### config.mk
export PLATFORM = sky130hd
export DESIGN_NAME = clock_switch_power_modes
export DESIGN_NICKNAME = d
export VERILOG_FILES = /design/src/pkg/clk_ctrl_pkg.sv /design/src/verilog/settle_counter.sv /design/src/verilog/power_save_decode.sv /design/src/verilog/clock_switch_power_modes.sv
export SDC_FILE = /design/constraint.sdc
export NUM_CORES = 1
export LEC_CHECK = 0
export ABC_AREA = 1
export BUFFER_PORTS_ARGS = -buffer_cell sky130_fd_sc_hd__buf_2
export CAP_MARGIN = 20
export CELL_PAD_IN_SITES_DETAIL_PLACEMENT = 0
export CELL_PAD_IN_SITES_GLOBAL_PLACEMENT = 1
export CORE_MARGIN = 2
export CORE_UTILIZATION = 30
export CTS_BUF_LIST = sky130_fd_sc_hd__clkbuf_8
export DETAILED_ROUTE_END_ITERATION = 16
export PLACE_DENSITY_LB_ADDON = 0.1
export SLEW_MARGIN = 20
export SYNTH_ARGS = -nofsm -noshare
export SYNTH_HDL_FRONTEND = slang
export SYNTH_SLANG_ARGS = --single-unit
export TNS_END_PERCENT = 20
### constraint.sdc
create_clock -name ref_clk -period 2.8 [get_ports ref_clk]
set_input_delay 0.14 -clock ref_clk [delete_from_list [all_inputs] [get_ports ref_clk]]
set_output_delay 0.14 -clock ref_clk [all_outputs]
set_load 0.02 [all_outputs]
### src/pkg/clk_ctrl_pkg.sv
// clk_ctrl_pkg: shared constants and carrier types for the clock switch controller
// assumes: one 125 MHz clock; register port offsets are word indices
package clk_ctrl_pkg;

  // register map
  localparam logic [3:0] OFF_OSC_CTRL   = 4'h0;
  localparam logic [3:0] OFF_UNLOCK     = 4'h1;
  localparam logic [3:0] OFF_CONFIG     = 4'h2;
  localparam logic [3:0] OFF_SRC_STATUS = 4'h3;
  localparam logic [7:0] UNLOCK_HI_KEY  = 8'hA5;
  localparam logic [7:0] UNLOCK_LO_KEY  = 8'h5A;

  // oscillator control register field positions
  localparam int CUR_POS    = 12;
  localparam int NEXT_POS   = 8;
  localparam int FREEZE_POS = 7;
  localparam int PLLOK_POS  = 5;
  localparam int FAIL_POS   = 3;
  localparam int KEEP_POS   = 1;
  localparam int REQ_POS    = 0;

  // source codes of the three-bit select fields
  localparam logic [2:0] SRC_FRC      = 3'h0;
  localparam logic [2:0] SRC_FRC_PLL  = 3'h1;
  localparam logic [2:0] SRC_PRI      = 3'h2;
  localparam logic [2:0] SRC_PRI_PLL  = 3'h3;
  localparam logic [2:0] SRC_LPXTAL   = 3'h4;
  localparam logic [2:0] SRC_SLOW_INTERNAL_RC     = 3'h5;
  localparam logic [2:0] SRC_FRC_DIVN = 3'h7;

  // timing: settle count of new-source cycles, idle wake delay
  localparam logic [3:0] SETTLE_CYCLES = 4'hA;
  localparam logic [1:0] IDLE_WAKE_CYC = 2'h2;
  localparam logic       CFG_RESET     = 1'b1;

  // register port request
  typedef struct packed {
    logic [3:0]  addr;
    logic [15:0] wdata;
    logic        wr;
    logic        rd;
  } reg_req_t;

  // enables for oscillators and clocks
  typedef struct packed {
    logic frc_on;
    logic pri_on;
    logic lpxtal_on;
    logic slow_internal_rc_on;
    logic pll_on;
    logic sysclk_on;
    logic cpu_clk_on;
  } osc_en_t;

  typedef enum logic [1:0] {PM_RUN, PM_SLEEP, PM_IDLE, PM_WAKE} pm_state_t;
  typedef enum logic [2:0] {SW_IDLE, SW_START, SW_QUAL, SW_SETTLE, SW_DONE} sw_state_t;

endpackage

### src/verilog/settle_counter.sv
// settle_counter: counts rising edges of the qualified new source
// assumes: src_tick is a one-cycle pulse per new-source cycle, already synchronous
`timescale 1ns/1ps
`default_nettype none
module settle_counter #(
  parameter int unsigned W = 4
) (
  // clock and reset
  input  wire logic         ref_clk,
  input  wire logic         arst_n,
  // control
  input  wire logic         start,
  input  wire logic         src_tick,
  input  wire logic [W-1:0] target,
  // status
  output var  logic         done
);

  typedef struct packed {
    logic [W-1:0] cnt;
    logic         run;
    logic         done;
  } st_t;

  st_t s_q;
  st_t s_d;

  // restart clears the count; done stays high until the next start
  always_comb
  begin
    s_d = s_q;
    if (start)
    begin
      s_d.cnt  = '0;
      s_d.run  = 1'b1;
      s_d.done = 1'b0;
    end
    else if (s_q.run && src_tick)
    begin
      s_d.cnt = s_q.cnt + W'(1);
      if (s_q.cnt + W'(1) == target)
      begin
        s_d.run  = 1'b0;
        s_d.done = 1'b1;
      end
    end
  end

  always_ff @(posedge ref_clk or negedge arst_n)
  begin
    if (!arst_n)
      s_q <= '0;
    else
      s_q <= s_d;
  end

  assign done = s_q.done;

endmodule
`default_nettype wire

### src/verilog/power_save_decode.sv
// power_save_decode: turns the power-save instruction into sleep or idle requests
// assumes: instr_valid is a one-cycle strobe from the instruction decoder
`timescale 1ns/1ps
`default_nettype none
module power_save_decode (
  // clock and reset
  input  wire logic ref_clk,
  input  wire logic arst_n,
  // instruction
  input  wire logic instr_valid,
  input  wire logic instr_operand,
  // mode requests
  output var  logic sleep_req,
  output var  logic idle_req
);

  typedef struct packed {
    logic sleep;
    logic idle;
  } st_t;

  st_t s_q;
  st_t s_d;

  // operand 0 asks for sleep, 1 for idle; one-cycle pulses
  always_comb
  begin
    s_d.sleep = instr_valid && !instr_operand;
    s_d.idle  = instr_valid && instr_operand;
  end

  always_ff @(posedge ref_clk or negedge arst_n)
  begin
    if (!arst_n)
      s_q <= '0;
    else
      s_q <= s_d;
  end

  assign sleep_req = s_q.sleep;
  assign idle_req  = s_q.idle;

endmodule
`default_nettype wire

### src/verilog/clock_switch_power_modes.sv
// clock_switch_power_modes: clock switch sequencer, fail-safe fallback, sleep and idle
// assumes: oscillator ready, pll lock, crystal timer, failure and wake inputs are
// synchronous to ref_clk; new_src_tick pulses once per cycle of the selected new source
`timescale 1ns/1ps
`default_nettype none

module clock_switch_power_modes (
  // clock and reset
  input  wire logic                  ref_clk,
  input  wire logic                  arst_n,
  // register port
  input  wire logic [3:0]            reg_addr,
  input  wire logic [15:0]           reg_wdata,
  input  wire logic                  reg_wr,
  input  wire logic                  reg_rd,
  output var  logic [15:0]           reg_rdata,
  // configuration straps
  input  wire logic                  switch_monitor_cfg_bit,
  input  wire logic [2:0]            initial_source_cfg,
  input  wire logic                  watchdog_enabled,
  // oscillator feedback
  input  wire logic                  crystal_timer_done,
  input  wire logic                  pll_locked,
  input  wire logic                  new_src_tick,
  input  wire logic                  osc_fail,
  // power-save instruction and wake events
  input  wire logic                  instr_valid,
  input  wire logic                  instr_operand,
  input  wire logic                  irq_pending,
  input  wire logic                  watchdog_timeout,
  // outputs
  output var  clk_ctrl_pkg::osc_en_t osc_en,
  output var  logic [2:0]            sys_src_sel,
  output var  logic                  clock_fail_trap,
  output var  logic                  watchdog_clear,
  output var  logic                  cpu_resume
);

  typedef struct packed {
    logic                    cfg_lat;
    logic                    cfg_taken;
    logic [2:0]              cur;
    logic [2:0]              nxt;
    logic                    req;
    logic                    freeze;
    logic                    pll_ok;
    logic                    fail;
    logic                    keep;
    logic                    unl_hi;
    logic                    unl_lo;
    clk_ctrl_pkg::sw_state_t sw;
    clk_ctrl_pkg::pm_state_t pm;
    logic                    from_idle;
    logic [1:0]              wake_cnt;
    logic                    irq_hold;
    logic [15:0]             rdata;
    clk_ctrl_pkg::osc_en_t   en;
    logic                    trap;
    logic                    wdt_clr;
    logic                    resume;
  } st_t;

  st_t  s_q;
  st_t  s_d;
  logic sleep_req;
  logic idle_req;
  logic settle_start;
  logic settle_done;
  logic sw_on;
  logic mon_on;
  logic uses_pll;
  logic xtal_src;
  logic [15:0] osc_word;

  power_save_decode u_dec (
    .ref_clk       (ref_clk),
    .arst_n        (arst_n),
    .instr_valid   (instr_valid),
    .instr_operand (instr_operand),
    .sleep_req     (sleep_req),
    .idle_req      (idle_req)
  );

  settle_counter #(.W(4)) u_settle (
    .ref_clk  (ref_clk),
    .arst_n   (arst_n),
    .start    (settle_start),
    .src_tick (new_src_tick),
    .target   (clk_ctrl_pkg::SETTLE_CYCLES),
    .done     (settle_done)
  );

  // switching and monitor follow the latched configuration bit
  assign sw_on    = s_q.cfg_taken && !s_q.cfg_lat;
  assign mon_on   = sw_on;
  assign uses_pll = (s_q.nxt == clk_ctrl_pkg::SRC_FRC_PLL) ||
                    (s_q.nxt == clk_ctrl_pkg::SRC_PRI_PLL);
  assign xtal_src = (s_q.nxt == clk_ctrl_pkg::SRC_PRI) ||
                    (s_q.nxt == clk_ctrl_pkg::SRC_PRI_PLL) ||
                    (s_q.nxt == clk_ctrl_pkg::SRC_LPXTAL);
  assign settle_start = (s_q.sw == clk_ctrl_pkg::SW_QUAL) &&
                        (!xtal_src || crystal_timer_done) &&
                        (!uses_pll || pll_locked);

  // read image of the oscillator control register; request gated when off
  assign osc_word = {1'b0, s_q.cur, 1'b0, s_q.nxt, s_q.freeze, 1'b0, s_q.pll_ok,
                     1'b0, s_q.fail, 1'b0, s_q.keep, s_q.req && sw_on};

  // one process for configuration, registers, switch sequencer and power modes
  always_comb
  begin
    s_d         = s_q;
    s_d.trap    = 1'b0;
    s_d.wdt_clr = 1'b0;
    s_d.resume  = 1'b0;
    s_d.rdata   = '0;
    // catch straps once after reset release
    if (!s_q.cfg_taken)
    begin
      s_d.cfg_lat   = switch_monitor_cfg_bit;
      s_d.cfg_taken = 1'b1;
      s_d.cur       = initial_source_cfg;
      s_d.nxt       = initial_source_cfg;
    end
    // register reads, data returned next cycle
    if (reg_rd)
    begin
      case (reg_addr)
        clk_ctrl_pkg::OFF_OSC_CTRL:   s_d.rdata = osc_word;
        clk_ctrl_pkg::OFF_CONFIG:     s_d.rdata = {13'h0000, watchdog_enabled,
                                                   mon_on, sw_on};
        clk_ctrl_pkg::OFF_SRC_STATUS: s_d.rdata = {13'h0000, sys_src_sel};
        default:                      s_d.rdata = 16'h0000;
      endcase
    end
    // unlock keys arm a one-shot permission per byte
    if (reg_wr && reg_addr == clk_ctrl_pkg::OFF_UNLOCK)
    begin
      if (reg_wdata[15:8] == clk_ctrl_pkg::UNLOCK_HI_KEY)
        s_d.unl_hi = 1'b1;
      if (reg_wdata[7:0] == clk_ctrl_pkg::UNLOCK_LO_KEY)
        s_d.unl_lo = 1'b1;
    end
    if (reg_wr && reg_addr == clk_ctrl_pkg::OFF_OSC_CTRL)
    begin
      // high byte write consumes its unlock; next select kept while switching
      if (s_q.unl_hi)
      begin
        s_d.unl_hi = 1'b0;
        if (s_q.sw == clk_ctrl_pkg::SW_IDLE)
          s_d.nxt = reg_wdata[clk_ctrl_pkg::NEXT_POS +: 3];
      end
      // low byte write: fail clear, keep-alive, request; freeze needs switching without monitor, never true
      if (s_q.unl_lo)
      begin
        s_d.unl_lo = 1'b0;
        s_d.keep   = reg_wdata[clk_ctrl_pkg::KEEP_POS];
        if (sw_on && !mon_on)
          s_d.freeze = s_q.freeze | reg_wdata[clk_ctrl_pkg::FREEZE_POS];
        if (!reg_wdata[clk_ctrl_pkg::FAIL_POS])
          s_d.fail = 1'b0;
        if (sw_on && !s_q.freeze && reg_wdata[clk_ctrl_pkg::REQ_POS])
          s_d.req = 1'b1;
      end
    end
    // pll status follows lock while no switch is pending
    if (s_q.sw == clk_ctrl_pkg::SW_IDLE)
      s_d.pll_ok = pll_locked;
    // switch sequencer, cpu not stalled throughout
    case (s_q.sw)
      clk_ctrl_pkg::SW_IDLE:
        if (s_q.req && sw_on && s_q.pm == clk_ctrl_pkg::PM_RUN)
          s_d.sw = clk_ctrl_pkg::SW_START;
      clk_ctrl_pkg::SW_START:
        if (s_q.nxt == s_q.cur)
        begin
          s_d.req = 1'b0; // redundant switch aborted
          s_d.sw  = clk_ctrl_pkg::SW_IDLE;
        end
        else
        begin
          s_d.pll_ok = 1'b0;
          s_d.fail   = 1'b0;
          s_d.sw     = clk_ctrl_pkg::SW_QUAL;
        end
      clk_ctrl_pkg::SW_QUAL:
        if (settle_start)
          s_d.sw = clk_ctrl_pkg::SW_SETTLE;
      clk_ctrl_pkg::SW_SETTLE:
        if (settle_done)
          s_d.sw = clk_ctrl_pkg::SW_DONE;
      clk_ctrl_pkg::SW_DONE:
      begin
        s_d.cur    = s_q.nxt;
        s_d.req    = 1'b0;
        s_d.pll_ok = pll_locked;
        s_d.sw     = clk_ctrl_pkg::SW_IDLE;
      end
      default:
        s_d.sw = clk_ctrl_pkg::SW_IDLE;
    endcase
    // monitor failure: trap and fall back, keeping pll scaling
    if (mon_on && osc_fail && s_q.pm != clk_ctrl_pkg::PM_SLEEP)
    begin
      s_d.trap = 1'b1;
      s_d.fail = 1'b1;
      s_d.req  = 1'b0;
      s_d.sw   = clk_ctrl_pkg::SW_IDLE;
      s_d.cur  = (s_q.cur == clk_ctrl_pkg::SRC_PRI_PLL ||
                  s_q.cur == clk_ctrl_pkg::SRC_FRC_PLL) ?
                 clk_ctrl_pkg::SRC_FRC_PLL : clk_ctrl_pkg::SRC_FRC;
      s_d.nxt  = s_d.cur;
    end
    // power modes; cur is untouched so sleep wakes on the same source
    case (s_q.pm)
      clk_ctrl_pkg::PM_RUN:
        if (sleep_req || idle_req)
        begin
          s_d.wdt_clr   = 1'b1;
          s_d.from_idle = idle_req;
          s_d.irq_hold  = irq_pending;
          s_d.pm        = sleep_req ? clk_ctrl_pkg::PM_SLEEP : clk_ctrl_pkg::PM_IDLE;
        end
      clk_ctrl_pkg::PM_SLEEP, clk_ctrl_pkg::PM_IDLE:
      begin
        s_d.irq_hold = 1'b0;
        if (s_q.irq_hold || irq_pending || watchdog_timeout)
        begin
          s_d.pm       = clk_ctrl_pkg::PM_WAKE;
          s_d.wake_cnt = '0;
        end
      end
      clk_ctrl_pkg::PM_WAKE:
      begin
        s_d.wake_cnt = s_q.wake_cnt + 2'h1;
        if (s_q.wake_cnt + 2'h1 == clk_ctrl_pkg::IDLE_WAKE_CYC)
        begin
          s_d.resume = 1'b1;
          s_d.pm     = clk_ctrl_pkg::PM_RUN;
        end
      end
      default:
        s_d.pm = clk_ctrl_pkg::PM_RUN;
    endcase
    // oscillator enables: current and incoming source (incoming SRC_FRC_DIVN and SRC_SLOW_INTERNAL_RC not counted), old one dropped
    s_d.en.frc_on    = (s_q.cur == clk_ctrl_pkg::SRC_FRC) ||
                       (s_q.cur == clk_ctrl_pkg::SRC_FRC_PLL) ||
                       (s_q.cur == clk_ctrl_pkg::SRC_FRC_DIVN) ||
                       (s_q.sw != clk_ctrl_pkg::SW_IDLE &&
                        (s_q.nxt == clk_ctrl_pkg::SRC_FRC ||
                         s_q.nxt == clk_ctrl_pkg::SRC_FRC_PLL));
    s_d.en.pri_on    = (s_q.cur == clk_ctrl_pkg::SRC_PRI) ||
                       (s_q.cur == clk_ctrl_pkg::SRC_PRI_PLL) ||
                       (s_q.sw != clk_ctrl_pkg::SW_IDLE && xtal_src &&
                        s_q.nxt != clk_ctrl_pkg::SRC_LPXTAL);
    s_d.en.lpxtal_on = (s_q.cur == clk_ctrl_pkg::SRC_LPXTAL) || s_q.keep ||
                       (s_q.sw != clk_ctrl_pkg::SW_IDLE &&
                        s_q.nxt == clk_ctrl_pkg::SRC_LPXTAL);
    s_d.en.pll_on    = (s_q.cur == clk_ctrl_pkg::SRC_FRC_PLL) ||
                       (s_q.cur == clk_ctrl_pkg::SRC_PRI_PLL) ||
                       (s_q.sw != clk_ctrl_pkg::SW_IDLE && uses_pll);
    // slow rc: watchdog keeps it always, monitor except in sleep
    s_d.en.slow_internal_rc_on   = (s_q.cur == clk_ctrl_pkg::SRC_SLOW_INTERNAL_RC) || watchdog_enabled ||
                       (mon_on && s_d.pm != clk_ctrl_pkg::PM_SLEEP);
    // sleep drops the system clock and on-chip oscillators except slow rc while the watchdog is enabled and lpxtal while keep is set
    if (s_d.pm == clk_ctrl_pkg::PM_SLEEP)
    begin
      s_d.en.frc_on    = 1'b0;
      s_d.en.pri_on    = 1'b0;
      s_d.en.pll_on    = 1'b0;
      s_d.en.lpxtal_on = s_q.keep;
      s_d.en.slow_internal_rc_on   = watchdog_enabled;
    end
    s_d.en.sysclk_on  = s_d.pm != clk_ctrl_pkg::PM_SLEEP;
    s_d.en.cpu_clk_on = s_d.pm == clk_ctrl_pkg::PM_RUN;
  end

  // single state register; straps are caught after release, not at reset
  always_ff @(posedge ref_clk or negedge arst_n)
  begin
    if (!arst_n)
    begin
      s_q         <= '0;
      s_q.cfg_lat <= clk_ctrl_pkg::CFG_RESET;
      s_q.sw      <= clk_ctrl_pkg::SW_IDLE;
      s_q.pm      <= clk_ctrl_pkg::PM_RUN;
    end
    else
      s_q <= s_d;
  end

  assign reg_rdata       = s_q.rdata;
  assign osc_en          = s_q.en;
  assign sys_src_sel     = s_q.cur;
  assign clock_fail_trap = s_q.trap;
  assign watchdog_clear  = s_q.wdt_clr;
  assign cpu_resume      = s_q.resume;
endmodule
`default_nettype wire

# Word-level counts from Yosys, hierarchy flattened
# Index checks and enable logic that the tools add are counted.
# Widths: inputs -> output; s select.
[op_classes] n_addsub=2 n_eq_ne=35 mux=50 reduce_logical=61
[op_table] operator="$pmux 15 s3" n=1
[op_table] operator="$mux 3" n=8
[op_table] operator="$logic_or 1x1->1" n=20
[op_table] operator="$mux 2" n=10
[op_table] operator="$logic_and 1x1->1" n=19
[op_table] operator="$eq 3x2->1 const B" n=6
[op_table] operator="$mux 6" n=3
[op_table] operator="$mux 1" n=17
[op_table] operator="$mux 16" n=1
[op_table] operator="$eq 3x3->1 const B" n=5
[op_table] operator="$pmux 3 s4" n=1
[op_table] operator="$mux 5" n=2
[op_table] operator="$reduce_and 2->1" n=5
[op_table] operator="$eq 3x1->1 const B" n=3
[op_table] operator="$logic_not 3->1" n=3
[op_table] operator="$eq 4x2->1 const B" n=2
[op_table] operator="$eq 8x7->1 const B" n=1
[op_table] operator="$eq 8x8->1 const B" n=1
[op_table] operator="$reduce_bool 2->1" n=4
[op_table] operator="$mux 7" n=1
[op_table] operator="$eq 2x2->1 const B" n=3
[op_table] operator="$ne 2x1->1 const B" n=3
[op_table] operator="$ne 3x1->1 const B" n=2
[op_table] operator="$ne 3x2->1 const B" n=2
[op_table] operator="18 further kinds" n=25
[totals] reg_bits=57 in_bits=37 out_inout_bits=29 elab_cells=179

# Depth between registers and ports, before layout
# Gate-level depths: netlist of run 1.
[logic_depth] word_depth=10 mapped_depth=10 ltp_nobuf=10

# Hierarchy
# Synthesis of run 1 repeated with hierarchy kept, for this count alone.
[unflattened] hier_cells=348 hier_area_um2=2750.1
[modules_own_cells] mod="clock_switch_power_modes" instances=1 cells_per_inst=287 area_per_inst_um2=2306.0 seq_area_each_um2=1077.3
[modules_own_cells] mod="settle_counter" instances=1 cells_per_inst=55 area_per_inst_um2=376.6 seq_area_each_um2=150.1
[modules_own_cells] mod="power_save_decode" instances=1 cells_per_inst=6 area_per_inst_um2=67.6 seq_area_each_um2=50.0

# Worst setup path before layout of run 1
# Ideal clock, no wire load.
[synth_timing] path_type="reg2reg" from="register s_q[30] (netlist name)" to="register s_q (netlist bit osc_en[3])" setup_time_ps=65 arrival_ps=1328 t_required_ps=2735 path_slack_ps=1407 path_stages_with_launch=11 path_buffers=0 synth_period_minus_slack_ps=1393 cell_sequence="dfrtp_1 inv_1 ha_1 inv_1 or2_4 o21bai_1 nand2_2 inv_2 nand2_2 nand2_1 nand2_1"
[synth_lines] item="start: declaration" line="clock_switch_power_modes.sv:63" source="st_t s_q;"

==> impl_summary.log, run 1 <==
INFO  metric status = completed
INFO  metric final_min_period_over_clock_period = 0.5811
INFO  metric layout.cells.non_filler = about 480
INFO  metric synth-seq-cells = 51
INFO  metric slew_violations = 0
INFO  metric place.port_buffers = 60
INFO  metric remaining_drc_errors = 0
INFO  metric max_cap_violations = 0
INFO  metric firstDrtPassIters = 4
INFO  metric detailed_place_hpwl = 4638 um
INFO  metric globalRouteTotalUtil = 0.1276
INFO  metric final_worst_slack = ~1.2 ns
INFO  metric grt_overflow_total = 0
INFO  metric maxSlewHeadroom = 0.5532
INFO  metric grt_pass1_vias = 2032
INFO  metric power_density = about 840 nW/um2
INFO  metric cts.sinks = about 50
INFO  metric mostFrequentLayoutCells = sky130_fd_sc_hd__buf_2 (60), sky130_fd_sc_hd__nand2_1 (50), sky130_fd_sc_hd__dfrtp_1 (50)
INFO  metric flow.area_growth_from_synthesis = 14.25%
INFO  metric cts.path.max_buffers = 2
INFO  metric worst_hold_path.num_cells = 3
INFO  metric synth_cell_type_count = 35
INFO  metric globalplace.congestion = around 0.79
INFO  metric worst_hold_slack = between 0.04 and 0.05 ns
INFO  metric die_h = slightly below 100 um
INFO  metric drive_above_1_share = 0.2527
INFO  metric cts_root_buffer_type = sky130_fd_sc_hd__clkbuf_8
INFO  metric placement_rows = 34
INFO  metric critical_path.startpoint_type = register
INFO  metric initial_antenna_violation_count = 0
INFO  metric rsz0062_at_grt = no
INFO  metric antenna_violating_nets_post_route = 0
INFO  metric netlist_area_before_placement = 2713 um2
INFO  metric top_level_ports = 66
INFO  metric max_clock_freq = slightly above 600 MHz
INFO  metric vias = 2107
INFO  metric setup_crit_path_kind = register to register
INFO  metric ir_worst_vdd = 0.2984 mV
INFO  metric worst_ep_arrival_time = 1.81 ns
INFO  metric min_period = around 1.6 ns
INFO  metric worst_clock_skew = 0.01646 ns
INFO  metric clock_tree.htree_level_count = 2
INFO  metric syn_inst = ~330
INFO  metric place_area = between 2000 and 3000 um2
INFO  metric initial_core_util = 0.3095
INFO  metric holdCritPathClass = input port to register
INFO  metric rr_worst_depth = 8
INFO  metric diodes = 0
INFO  metric clock_tree_from_tritoncts = built
INFO  metric place_inst = around 470
INFO  metric cell_leakage_power = 1.694 nW
INFO  metric die_width = about 99 um
INFO  metric grt_start_max_net_pins = 52
INFO  metric cts_repair_resize_count = 0
INFO  metric global_route_wire_length_before_repair = 10120 um
INFO  metric yosysWarningCount = 0
INFO  metric power.share.sequential = 0.393
INFO  metric p_sw = approximately 1.1 mW
INFO  metric endpoint_kind = register
INFO  metric finish.instance_area = roughly 3100 um2
INFO  metric cts-buffers-inserted = 5
INFO  metric detail_route.vias_per_cell = 4.353
INFO  metric power_switching_share = 0.4111
INFO  metric power_frac_comb = 0.407
INFO  metric final_nets = around 420
INFO  metric drt-initial-drc-count = about 110
INFO  metric die_area = between 9000 and 10000 um2
INFO  metric hold_violations = 0
INFO  metric detail_route.wl_per_cell = around 12 um
INFO  metric dpl_worst_slack = around 1.2 ns
INFO  metric placeable_area = approximately 9000 um2
INFO  metric critical_path.max_fanout = 5
INFO  metric setup_viol = 0
INFO  metric worstPathRequired = 2.98 ns
INFO  metric pwr-share-clk = 0.201
INFO  metric synth_sequential_area_ratio = 0.4709
INFO  metric finalSetupTns = 0 ns
INFO  metric insertion_delay = approximately 0.31 ns
INFO  metric worst-slew-pin-transition = approximately 0.67 ns
INFO  metric fillerInstances = 969
INFO  metric layout_commonest_cell = sky130_fd_sc_hd__buf_2
INFO  metric cts.reportedPaths.clkPinSlew = 0.10 ns
INFO  metric drt_wl_total = ~6000 um
INFO  metric intPower = roughly 1.5 mW
INFO  metric syn_area_per_cell = 8.245 um2
[sequential cells by signal (all words and copies together) (netlist names), 3 cells and up]
name / cells
osc_en: 7
osc_word: 6
reg_rdata: 11
s_q: 13
sys_src_sel: 3
u_settle.s_q: 5
[cell families (layout without fill, tap and decap cells)]
kind of cell	count (synthesis)	count (layout)	share of synthesized area
XOR/XNOR	3	3	0.009688
flip-flops	51	51	0.4709
multiplexers	1	1	0.003690
adder cells (fa/ha/maj)	7	7	0.03229
other	2	6	0.002769
AND/OR/NAND/NOR	142	142	0.2408
AO/OA/AOI/OAI	44	44	0.09409
buffers and inverters	79	122	0.1458
[area by class of cell]
type	count	area (um2)	share of cell area
clock inverter	3	43.79	0.01413
clock buffer	5	68.82	0.02220
tap	108	135.1	0.04360
timing repair buffer	63	327.8	0.1058
sequential	51	1277	0.4122
multi-input combinational	203	1055	0.3403
inverter	51	191.4	0.06177
[metal layers]
| layer | vias up | wire, um | track usage |
|---|---|---|---|
| met5 | - | 0 | 0 |
| met4 | 0 | 36 | 0.02213 |
| met3 | 2 | 312 | 0.02389 |
| met2 | 50 | 2691 | 0.1975 |
| met1 | 952 | 2991 | 0.1891 |
| li1 | 1103 | - | - |
[synth_stat cells, drive strengths merged]
master / n / area [um2]
nor2: 52 / 222.7
nor3: 4 / 25.02
nand4: 6 / 37.54
dfrtp: 50 / 1251
a21oi: 13 / 65.06
nor3b: 1 / 7.510
mux2i: 1 / 10.01
clkbuf: 1 / 3.750
o21bai: 2 / 15.01
inv: 51 / 191.4
a211oi: 1 / 7.510
o22ai: 4 / 25.02
or2: 1 / 8.760
o31ai: 1 / 7.510
o21ai: 18 / 97.59
xnor2: 1 / 8.760
o211ai: 3 / 22.52
dfstp: 1 / 26.28
conb: 2 / 7.510
ha: 7 / 87.58
xor2: 2 / 17.52
nand2: 57 / 231.5
o221ai: 1 / 8.760
nand3: 21 / 120.1
a31oi: 1 / 6.260
buf: 27 / 200.2
[power by group through the flow]
stage	clock network (mW)	logic, mW	registers, mW
2_1_floorplan	0	0.845	1.02
3_5_place_dp	0	1.07	1.04
6_report	0.524	1.06	1.03
3_3_place_gp	0	1.08	1.04
4_1_cts	0.548	1.08	1.03
5_1_grt	0.578	1.22	1.05
[metrics by stage]
step                      power [mW]  utilization
after global routing           2.846       0.3537
after detailed placement       2.115       0.3385
after CTS                      2.655       0.3537
final                          2.611       0.3537
after global placement         2.118       0.3385
after floorplan                1.864            -
[worst paths after layout]
| kind | from | endpoint | slack (ns) |
|---|---|---|---|
| max | s_q[30]$_DFF_PN0_ | osc_en[5]$_DFF_PN0_ | 1.17 |
| min reg2reg | s_q[27]$_DFFE_PN0P_ | s_q[27]$_DFFE_PN0P_ | 0.48 |
| min | instr_valid | u_dec.idle_req$_DFF_PN0_ | 0.04 |
| min in group asynchronous | arst_n | u_settle.s_q[4]$_DFFE_PN0P_ | 0.47 |
| max reg2reg | s_q[30]$_DFF_PN0_ | osc_en[5]$_DFF_PN0_ | 1.17 |
| max in group asynchronous | arst_n | s_q[30]$_DFF_PN0_ | 1.86 |
[critical path: stages, from the launching register on]
cell and delay [ns]:
sky130_fd_sc_hd__dfrtp_1 0.39, sky130_fd_sc_hd__inv_1 0.10, sky130_fd_sc_hd__ha_1 0.37, sky130_fd_sc_hd__nand2_1 0.14, sky130_fd_sc_hd__nand2_1 0.09, sky130_fd_sc_hd__nand2_1 0.08, sky130_fd_sc_hd__o21ai_2 0.07, sky130_fd_sc_hd__nor2_1 0.19
sky130_fd_sc_hd__a21oi_1 0.08
[repair_timing]
| item | in CTS | in global routing |
|---|---|---|
| hold buffers | 2 | 0 |
| buffers inserted | 0 | 0 |
| hold endpoints to repair | 51 | 0 |
(Power assumes the default switching activity.)
==> run 2: changes to the inputs <==
==> constraint.sdc (replaced) <==
create_clock -name ref_clk -period 1.5 [get_ports ref_clk]
set_input_delay 0.075 -clock ref_clk [delete_from_list [all_inputs] [get_ports ref_clk]]
set_output_delay 0.075 -clock ref_clk [all_outputs]
set_load 0.02 [all_outputs]
==> run 2 against run 1 <==
Effect of this change:
- the run now ends with negative setup slack left
- largest cell class unchanged
- total power increased by 110%
- clock power up 98%
- wire length up 5.5%
- largest power group unchanged
- hold slack got worse by 0.031 ns
- clock skew is 0.0063 ns lower
- critical path type unchanged
- core utilization up 3.2 points
- clock-buffer cell count grew 1
- sequential cell count unchanged
- sequential power increased by 86%
==> impl_summary.log, run 2 (synthesis results as in run 1) <==
INFO  metric cts_root_buffer_type = sky130_fd_sc_hd__clkbuf_8
INFO  metric cts-buffers-inserted = 5 (unchanged)
INFO  metric vias = 2205 (+4.7%)
INFO  metric final_worst_slack = -0.07929 ns (-1.252 ns)
INFO  metric power_frac_comb = 0.474 (+0.067)
INFO  metric clock_tree.htree_level_count = 2 (unchanged)
INFO  metric initial_antenna_violation_count = 0 (unchanged)
INFO  metric setup_crit_path_kind = register to register
INFO  metric intPower = 3.302 mW (+110%)
INFO  metric detail_route.vias_per_cell = 4.384 (+0.70%)
INFO  metric critical_path.startpoint_type = register
INFO  metric grt_overflow_total = 0 (unchanged)
INFO  metric critPathBufInv = 3 (+2)
INFO  metric min_period = 1.579 ns (-0.04779 ns)
INFO  metric power.share.sequential = 0.342 (-0.051)
INFO  metric crit_slowest_cell = sky130_fd_sc_hd__dfrtp_1
INFO  metric setup_viol = 2 (+2)
INFO  metric placement_rows = 34 (unchanged)
INFO  metric crit_family = flip-flops
INFO  metric timing.reg2reg.setup_slack = -0.08 ns (-1.25 ns)
INFO  metric globalRouteTotalUtil = 0.1328 (+0.005164)
INFO  metric reg_with_most_ffs = s_q
INFO  metric initial_core_util = 0.3095 (unchanged)
INFO  metric power_switching_share = 0.4111 (about the same)
INFO  metric clock_tree_from_tritoncts = built
INFO  metric dpl_worst_slack = -0.08929 ns (-1.274 ns)
INFO  metric mostFrequentLayoutCells = sky130_fd_sc_hd__buf_2 (60), sky130_fd_sc_hd__dfrtp_1 (50), sky130_fd_sc_hd__nand2_1 (46)
INFO  metric ir_worst_vdd = 0.8013 mV (+170%)
INFO  metric worst_hold_slack = 0.01036 ns (-0.03139 ns)
INFO  metric crit_end = osc_en[4]$_DFF_PN0_
INFO  metric failed_checks = negative setup slack
INFO  metric logic_depth_of_the_worst_path_buffers_included = 10 (+2)
INFO  metric detail_route.wl_per_cell = 12.65 um (+1.5%)
INFO  metric p_sw = 2.306 mW (+110%)
INFO  metric worst_ep_arrival_time = 1.83 ns (+0.02 ns)
INFO  metric diodes = 0 (unchanged)
INFO  metric top_level_ports = 66 (unchanged)
INFO  metric die_width = 99.09 um (unchanged)
INFO  metric firstDrtPassIters = 4 (unchanged)
INFO  metric r2r_end = osc_en[4]$_DFF_PN0_
INFO  metric die_h = 99.09 um (unchanged)
INFO  metric worst_clock_skew = 0.01018 ns (-0.006282 ns)
INFO  metric globalplace.congestion = 0.7681 (-2.8%)
INFO  metric drt_wl_total = 6363 um (+5.5%)
INFO  metric pwr-share-clk = 0.185 (-0.016)
INFO  metric hold_violations = 0 (unchanged)
INFO  metric holdCritPathClass = input port to register
INFO  metric rsz0062_at_grt = yes
INFO  metric timing.critical_path.from = s_q[30]$_DFF_PN0_
INFO  metric cell_leakage_power = 1.799 nW (+6.2%)
INFO  metric worst_path_most_repeated_cell = sky130_fd_sc_hd__nand2_2
INFO  metric critical_path.max_fanout = 5 (unchanged)
INFO  metric drive_above_1_share = 0.3342 (+0.08152)
INFO  metric cts.path.max_buffers = 2 (unchanged)
INFO  metric fillerInstances = 935 (-3.5%)
INFO  metric status = finished, violations left
INFO  metric largest_register_ffs = 13 (unchanged)
INFO  metric flow.area_growth_from_synthesis = 24.63%
INFO  metric placeable_area = 8763 um2 (unchanged)
INFO  metric cts.sinks = 51 (unchanged)
INFO  metric endpoint_kind = register
INFO  metric cts.reportedPaths.clkPinSlew = 0.10 ns (about the same)
INFO  metric insertion_delay = 0.31 ns (about the same)
INFO  metric global_route_wire_length_before_repair = 10410 um (+2.9%)
INFO  metric die_area = 9819 um2 (unchanged)
INFO  metric series_of_cell_instances_along_the_critical_path = inv_2, buf_6, ha_4, o21bai_1, nand3_2, nand2_2, inv_2, nand2_4, nand2_2, nand2_2
INFO  metric grt_pass1_vias = 2136 (+5.1%)
INFO  metric final_min_period_over_clock_period = 1.053 (+0.4718)
INFO  metric max_cap_violations = 0 (unchanged)
INFO  metric layout_commonest_cell = sky130_fd_sc_hd__buf_2
INFO  metric place.port_buffers = 60 (unchanged)
INFO  metric drt-initial-drc-count = 110 (-3.5%)
INFO  metric r2r_start = s_q[30]$_DFF_PN0_
INFO  metric final_core_utilization = 0.3858 (+0.03213)
INFO  metric power_density = 1659 nW/um2 (+97%)
INFO  metric critPathMaxStageDelay = 0.43 ns (+0.04 ns)
INFO  metric max_clock_freq = 633.2 MHz (+3.0%)
INFO  metric worstPathRequired = 1.75 ns (-1.23 ns)
INFO  metric detailed_place_hpwl = 4837 um (+4.3%)
INFO  metric antenna_violating_nets_post_route = 0 (unchanged)
INFO  metric slew_violations = 0 (unchanged)
INFO  metric rr_worst_depth = 10 (+2)
INFO  metric grt_start_max_net_pins = 34 (-35%)
INFO  metric final_nets = 438 (+4.5%)
INFO  metric remaining_drc_errors = 0 (unchanged)
==> run 2: power by group through the flow <==
| stage | sequential (mW) | clock [mW] | combinational, mW |
|---|---|---|---|
| after global placement | 1.94 | 0 | 2.02 |
| after global routing | 1.96 | 1.14 | 2.95 |
| after floorplan | 1.90 | 0 | 1.58 |
| after detailed placement | 1.94 | 0 | 2.04 |
| after CTS | 1.92 | 1.08 | 2.19 |
| final | 1.92 | 1.04 | 2.66 |
==> run 2: worst min-delay path by stage <==
stage	from	endpoint	cells past startpoint	slack (ns)
2_1_floorplan	arst_n	clock_fail_trap$_DFF_PN0_	0	-0.22
3_3_place_gp	arst_n	u_settle.s_q[2]$_DFFE_PN0P_	2	0.07
3_5_place_dp	arst_n	u_settle.s_q[2]$_DFFE_PN0P_	2	0.07
4_1_cts	switch_monitor_cfg_bit	s_q[49]$_DFFE_PN1N_	3	0.003
5_1_grt	irq_pending	s_q[26]$_DFFE_PN0P_	3	0.002
6_report	switch_monitor_cfg_bit	s_q[49]$_DFFE_PN1N_	3	0.01
==> run 2: through the flow <==
stage          setup TNS (ns)  std cells  cell area [um2]  power (mW)
3_3_place_gp        -0.001903        481             3019       3.958
3_5_place_dp          -0.3741        481             3019       3.980
2_1_floorplan               0        333             2728       3.479
6_report              -0.1502        503             3381       5.608
4_1_cts               -0.1080        498             3241       5.184
5_1_grt                -1.208        503             3381       6.050
==> run 2: metal layers <==
metal | GRT usage | share of wire | up-vias
met2 | 0.2069 | 0.47 | 43
met5 | 0 | 0 | -
met4 | 0.03161 | 0.0049 | 0
met3 | 0.02952 | 0.041 | 2
met1 | 0.1892 | 0.48 | 1018
li1 | - | - | 1142
==> run 2: layout make-up <==
| type | count | area (um2) | area share |
|---|---|---|---|
| inverter | 51 | 191.4 | 0.05662 |
| multi-input combinational | 203 | 1167 | 0.3453 |
| clock buffer | 6 | 82.58 | 0.02443 |
| clock inverter | 2 | 38.79 | 0.01147 |
| tap | 108 | 135.1 | 0.03997 |
| sequential | 51 | 1277 | 0.3779 |
| timing repair buffer | 82 | 488.0 | 0.1443 |
==> run 2: worst reg2reg max path, delay by kind of cell (launching register included) <==
kind,cells,cell delay (ns)
AOI/OAI and AO/OA,1,0.17
and+or+nand+nor,5,0.40
buffers and inverters,3,0.30
adders and majority gates,1,0.21
DFF,1,0.43
==> run 2: timing repair <==
action,in CTS,in global routing
gates cloned,0,0
gates resized for setup,5,28
setup buffers,3,5
hold endpoints to repair,54,0
setup endpoints to repair,7,18
pin swaps,0,9
hold buffers,6,0
==> run 3: changes to the inputs <==
--- a/config.mk
+++ b/config.mk
@@ -6,9 +6,9 @@
 export NUM_CORES = 1
 export LEC_CHECK = 0
 export ABC_AREA = 1
-export BUFFER_PORTS_ARGS = -buffer_cell sky130_fd_sc_hd__buf_2
+export BUFFER_PORTS_ARGS = -buffer_cell sky130_fd_sc_hd__clkbuf_2
 export CAP_MARGIN = 20
-export CELL_PAD_IN_SITES_DETAIL_PLACEMENT = 0
+export CELL_PAD_IN_SITES_DETAIL_PLACEMENT = 1
 export CELL_PAD_IN_SITES_GLOBAL_PLACEMENT = 1
 export CORE_MARGIN = 2
 export CORE_UTILIZATION = 30
==> run 3 against run 2 <==
Effect of this change:
- the flow still finishes with violations (negative setup slack)
- via count up 1.6%
- sequential share of layout area up 0.13 points
- clock-buffer cell count down 1
- final area down 0.33%
- global-route usage up 1.0 points
- wire length up 5.0%
- non-clock buffer count up 1
- cell count up 0.20%
- sequential cell count unchanged
- clock power down 23%
==> impl_summary.log, run 3 (synthesis results as in run 1) <==
INFO  metric vias = 2240 (+1.6%)
INFO  metric diodes = 0 (unchanged)
INFO  metric clock_tree_from_tritoncts = built
INFO  metric power_density = 1592 nW/um2 (-4.0%)
INFO  metric remaining_drc_errors = 0 (unchanged)
INFO  metric intPower = 3.089 mW (-6.5%)
INFO  metric die_area = 9819 um2 (unchanged)
INFO  metric drive_above_1_share = 0.3283 (-0.005894)
INFO  metric slew_violations = 0 (unchanged)
INFO  metric cts_root_buffer_type = sky130_fd_sc_hd__clkbuf_8
INFO  metric place.port_buffers = 60 (unchanged)
INFO  metric initial_antenna_violation_count = 0 (unchanged)
INFO  metric flow.area_growth_from_synthesis = 24.22%
INFO  metric worst_clock_skew = 0.01619 ns (+0.006014 ns)
INFO  metric reg_with_most_ffs = s_q
INFO  metric place_area = 3024 um2 (+0.17%)
INFO  metric status = finished, violations left
INFO  metric max_cap_violations = 0 (unchanged)
INFO  metric ir_worst_vdd = 0.6531 mV (-18%)
INFO  metric holdCritPathClass = input port to register
INFO  metric top_level_ports = 66 (unchanged)
INFO  metric power_switching_share = 0.4241 (+0.01301)
INFO  metric setup_viol = 4 (+2)
INFO  metric placeable_area = 8763 um2 (unchanged)
INFO  metric critical_path.max_fanout = 4 (-1)
INFO  metric critical_path.startpoint_type = register
INFO  metric detail_route.vias_per_cell = 4.444 (+1.4%)
INFO  metric globalRouteTotalUtil = 0.1428 (+0.01002)
INFO  metric r2r_end = osc_en[4]$_DFF_PN0_
INFO  metric failed_checks = negative setup slack
INFO  metric power_frac_comb = 0.492 (+0.018)
INFO  metric globalplace.congestion = 0.7544 (-1.8%)
INFO  metric grt_pass1_vias = 2283 (+6.9%)
INFO  metric worstPathRequired = 1.76 ns (about the same)
INFO  metric p_sw = 2.275 mW (-1.3%)
INFO  metric r2r_start = s_q[31]$_DFF_PN0_
INFO  metric cts.sinks = 51 (unchanged)
INFO  metric firstDrtPassIters = 4 (unchanged)
INFO  metric hold_violations = 0 (unchanged)
INFO  metric max_clock_freq = 649.2 MHz (+2.5%)
INFO  metric crit_slowest_cell = sky130_fd_sc_hd__dfrtp_1
INFO  metric critPathMaxStageDelay = 0.42 ns (about the same)
INFO  metric series_of_cell_instances_along_the_critical_path = inv_2, ha_4, inv_2, or2_4, o21bai_4, nand2_2, inv_2, nand2_4, nand2_1, nand2_1
INFO  metric min_period = 1.540 ns (-0.03903 ns)
INFO  metric antenna_violating_nets_post_route = 0 (unchanged)
INFO  metric drt-initial-drc-count = 41 (-63%)
INFO  metric initial_core_util = 0.3095 (unchanged)
INFO  metric setup_crit_path_kind = register to register
INFO  metric rsz0062_at_grt = yes
INFO  metric placement_rows = 34 (unchanged)
INFO  metric worst_path_most_repeated_cell = sky130_fd_sc_hd__inv_2
INFO  metric power.share.sequential = 0.358 (+0.016)
INFO  metric die_width = 99.09 um (unchanged)
INFO  metric mostFrequentLayoutCells = sky130_fd_sc_hd__clkbuf_2 (60), sky130_fd_sc_hd__dfrtp_1 (50), sky130_fd_sc_hd__nand2_1 (47)
INFO  metric rr_worst_depth = 10 (unchanged)
INFO  metric endpoint_kind = register
INFO  metric final_min_period_over_clock_period = 1.027 (-0.02602)
INFO  metric global_route_wire_length_before_repair = 11120 um (+6.8%)
INFO  metric cts.path.max_buffers = 2 (unchanged)
INFO  metric worst_ep_arrival_time = 1.80 ns (-0.03 ns)
INFO  metric drt_wl_total = 6683 um (+5.0%)
INFO  metric finish.instance_area = 3369 um2 (-0.33%)
INFO  metric cts-buffers-inserted = 5 (unchanged)
INFO  metric cts.reportedPaths.clkPinSlew = 0.10 ns (about the same)
INFO  metric grt_start_max_net_pins = 52 (+53%)
INFO  metric worst_hold_startpoint = irq_pending
INFO  metric layout_commonest_cell = sky130_fd_sc_hd__clkbuf_2
INFO  metric clock_tree.htree_level_count = 2 (unchanged)
INFO  metric detailed_place_hpwl = 5136 um (+6.2%)
INFO  metric timing.reg2reg.setup_slack = -0.04 ns (+0.04 ns)
INFO  metric die_h = 99.09 um (unchanged)
INFO  metric grt_overflow_total = 0 (unchanged)
INFO  metric cell_leakage_power = 1.799 nW (about the same)
INFO  metric worst_hold_path.num_cells = 3 (unchanged)
INFO  metric detail_route.wl_per_cell = 13.26 um (+4.8%)
INFO  metric final_worst_slack = -0.04026 ns (+0.03903 ns)
INFO  metric insertion_delay = 0.32 ns (about the same)
INFO  metric pwr-share-clk = 0.150 (-0.035)
INFO  metric worstHoldEndpoint = s_q[26]$_DFFE_PN0P_
INFO  metric final_nets = 439 (+0.23%)
INFO  metric final_core_utilization = 0.3845 (-0.001285)
INFO  metric largest_register_ffs = 13 (unchanged)
-- run 3: cell types whose count changed in the layout (fill, tap and decap cells not counted), sizes merged --
cell / change
buf: -60
bufinv: -1
clkbuf: +59
clkinv: +2
dlygate4sd3: +1
-- run 3: layout make-up --
type                    count  area, um2
repair buffers             83      519.2
inverters                  51      191.4
fillers                  1097       5394
well taps                 108      135.1
clock inverters             3      17.52
flip-flops and latches     51       1277
clock buffers               5      68.82
multi-input cells         203       1160
-- run 3: worst max path at each step --
stage          depth (start not counted)              start                  end
3_3_place_gp                           8  s_q[30]$_DFF_PN0_  osc_en[2]$_DFF_PN0_
2_1_floorplan                         10  s_q[30]$_DFF_PN0_  osc_en[3]$_DFF_PN0_
6_report                              10  s_q[31]$_DFF_PN0_  osc_en[4]$_DFF_PN0_
4_1_cts                               10  s_q[31]$_DFF_PN0_  osc_en[4]$_DFF_PN0_
3_5_place_dp                          10  s_q[31]$_DFF_PN0_  osc_en[4]$_DFF_PN0_
5_1_grt                               10  s_q[31]$_DFF_PN0_  s_q[33]$_DFFE_PN0P_
-- run 3: through the flow --
step                setup WS (ns)  cells  power (mW)  hold slack (ns)   TNS, ns
floorplan                  0.1070    333       3.479          -0.2206         0
CTS                      -0.06114    499       5.216          0.01592   -0.2622
finish                   -0.04026    504       5.364          0.02665   -0.1209
global route              -0.1175    504       5.817          0.01423    -1.158
global placement         -0.01057    480       3.977          0.09606  -0.02887
detailed placement       -0.09457    480       4.041          0.09863   -0.4420
-- run 3: worst max-delay path: cells and delay by family, from the launching register on --
kind | cells | cell delay (ns)
AOI/OAI and AO/OA | 1 | 0.17
DFF | 1 | 0.42
buffers and inverters | 3 | 0.24
adders and majority gates | 1 | 0.16
and+or+nand+nor | 5 | 0.51
-- run 3: timing repair --
action / 4_1_cts / 5_1_grt
setup endpoints to repair: 12 / 21
gates cloned: 0 / 0
endpoints found under the hold margin: 57 / 0
pin swaps: 8 / 9
gates resized for setup: 16 / 12
setup buffers: 4 / 5
hold buffers: 7 / 0
-- run 3: metal layers --
layer,up-vias,share of wire,track usage
met1,1050,0.48,0.1938
met4,0,0.012,0.04110
met5,-,0,0
li1,1141,-,-
met2,42,0.47,0.2339
met3,7,0.038,0.02670
-- run 3: power groups by stage --
stage          Clock (mW)  Sequential (mW)  Combinational, mW
2_1_floorplan           0             1.90               1.58
3_3_place_gp            0             1.95               2.03
3_5_place_dp            0             1.95               2.09
4_1_cts             0.844             1.93               2.45
5_1_grt             0.891             1.97               2.96
6_report            0.803             1.92               2.64
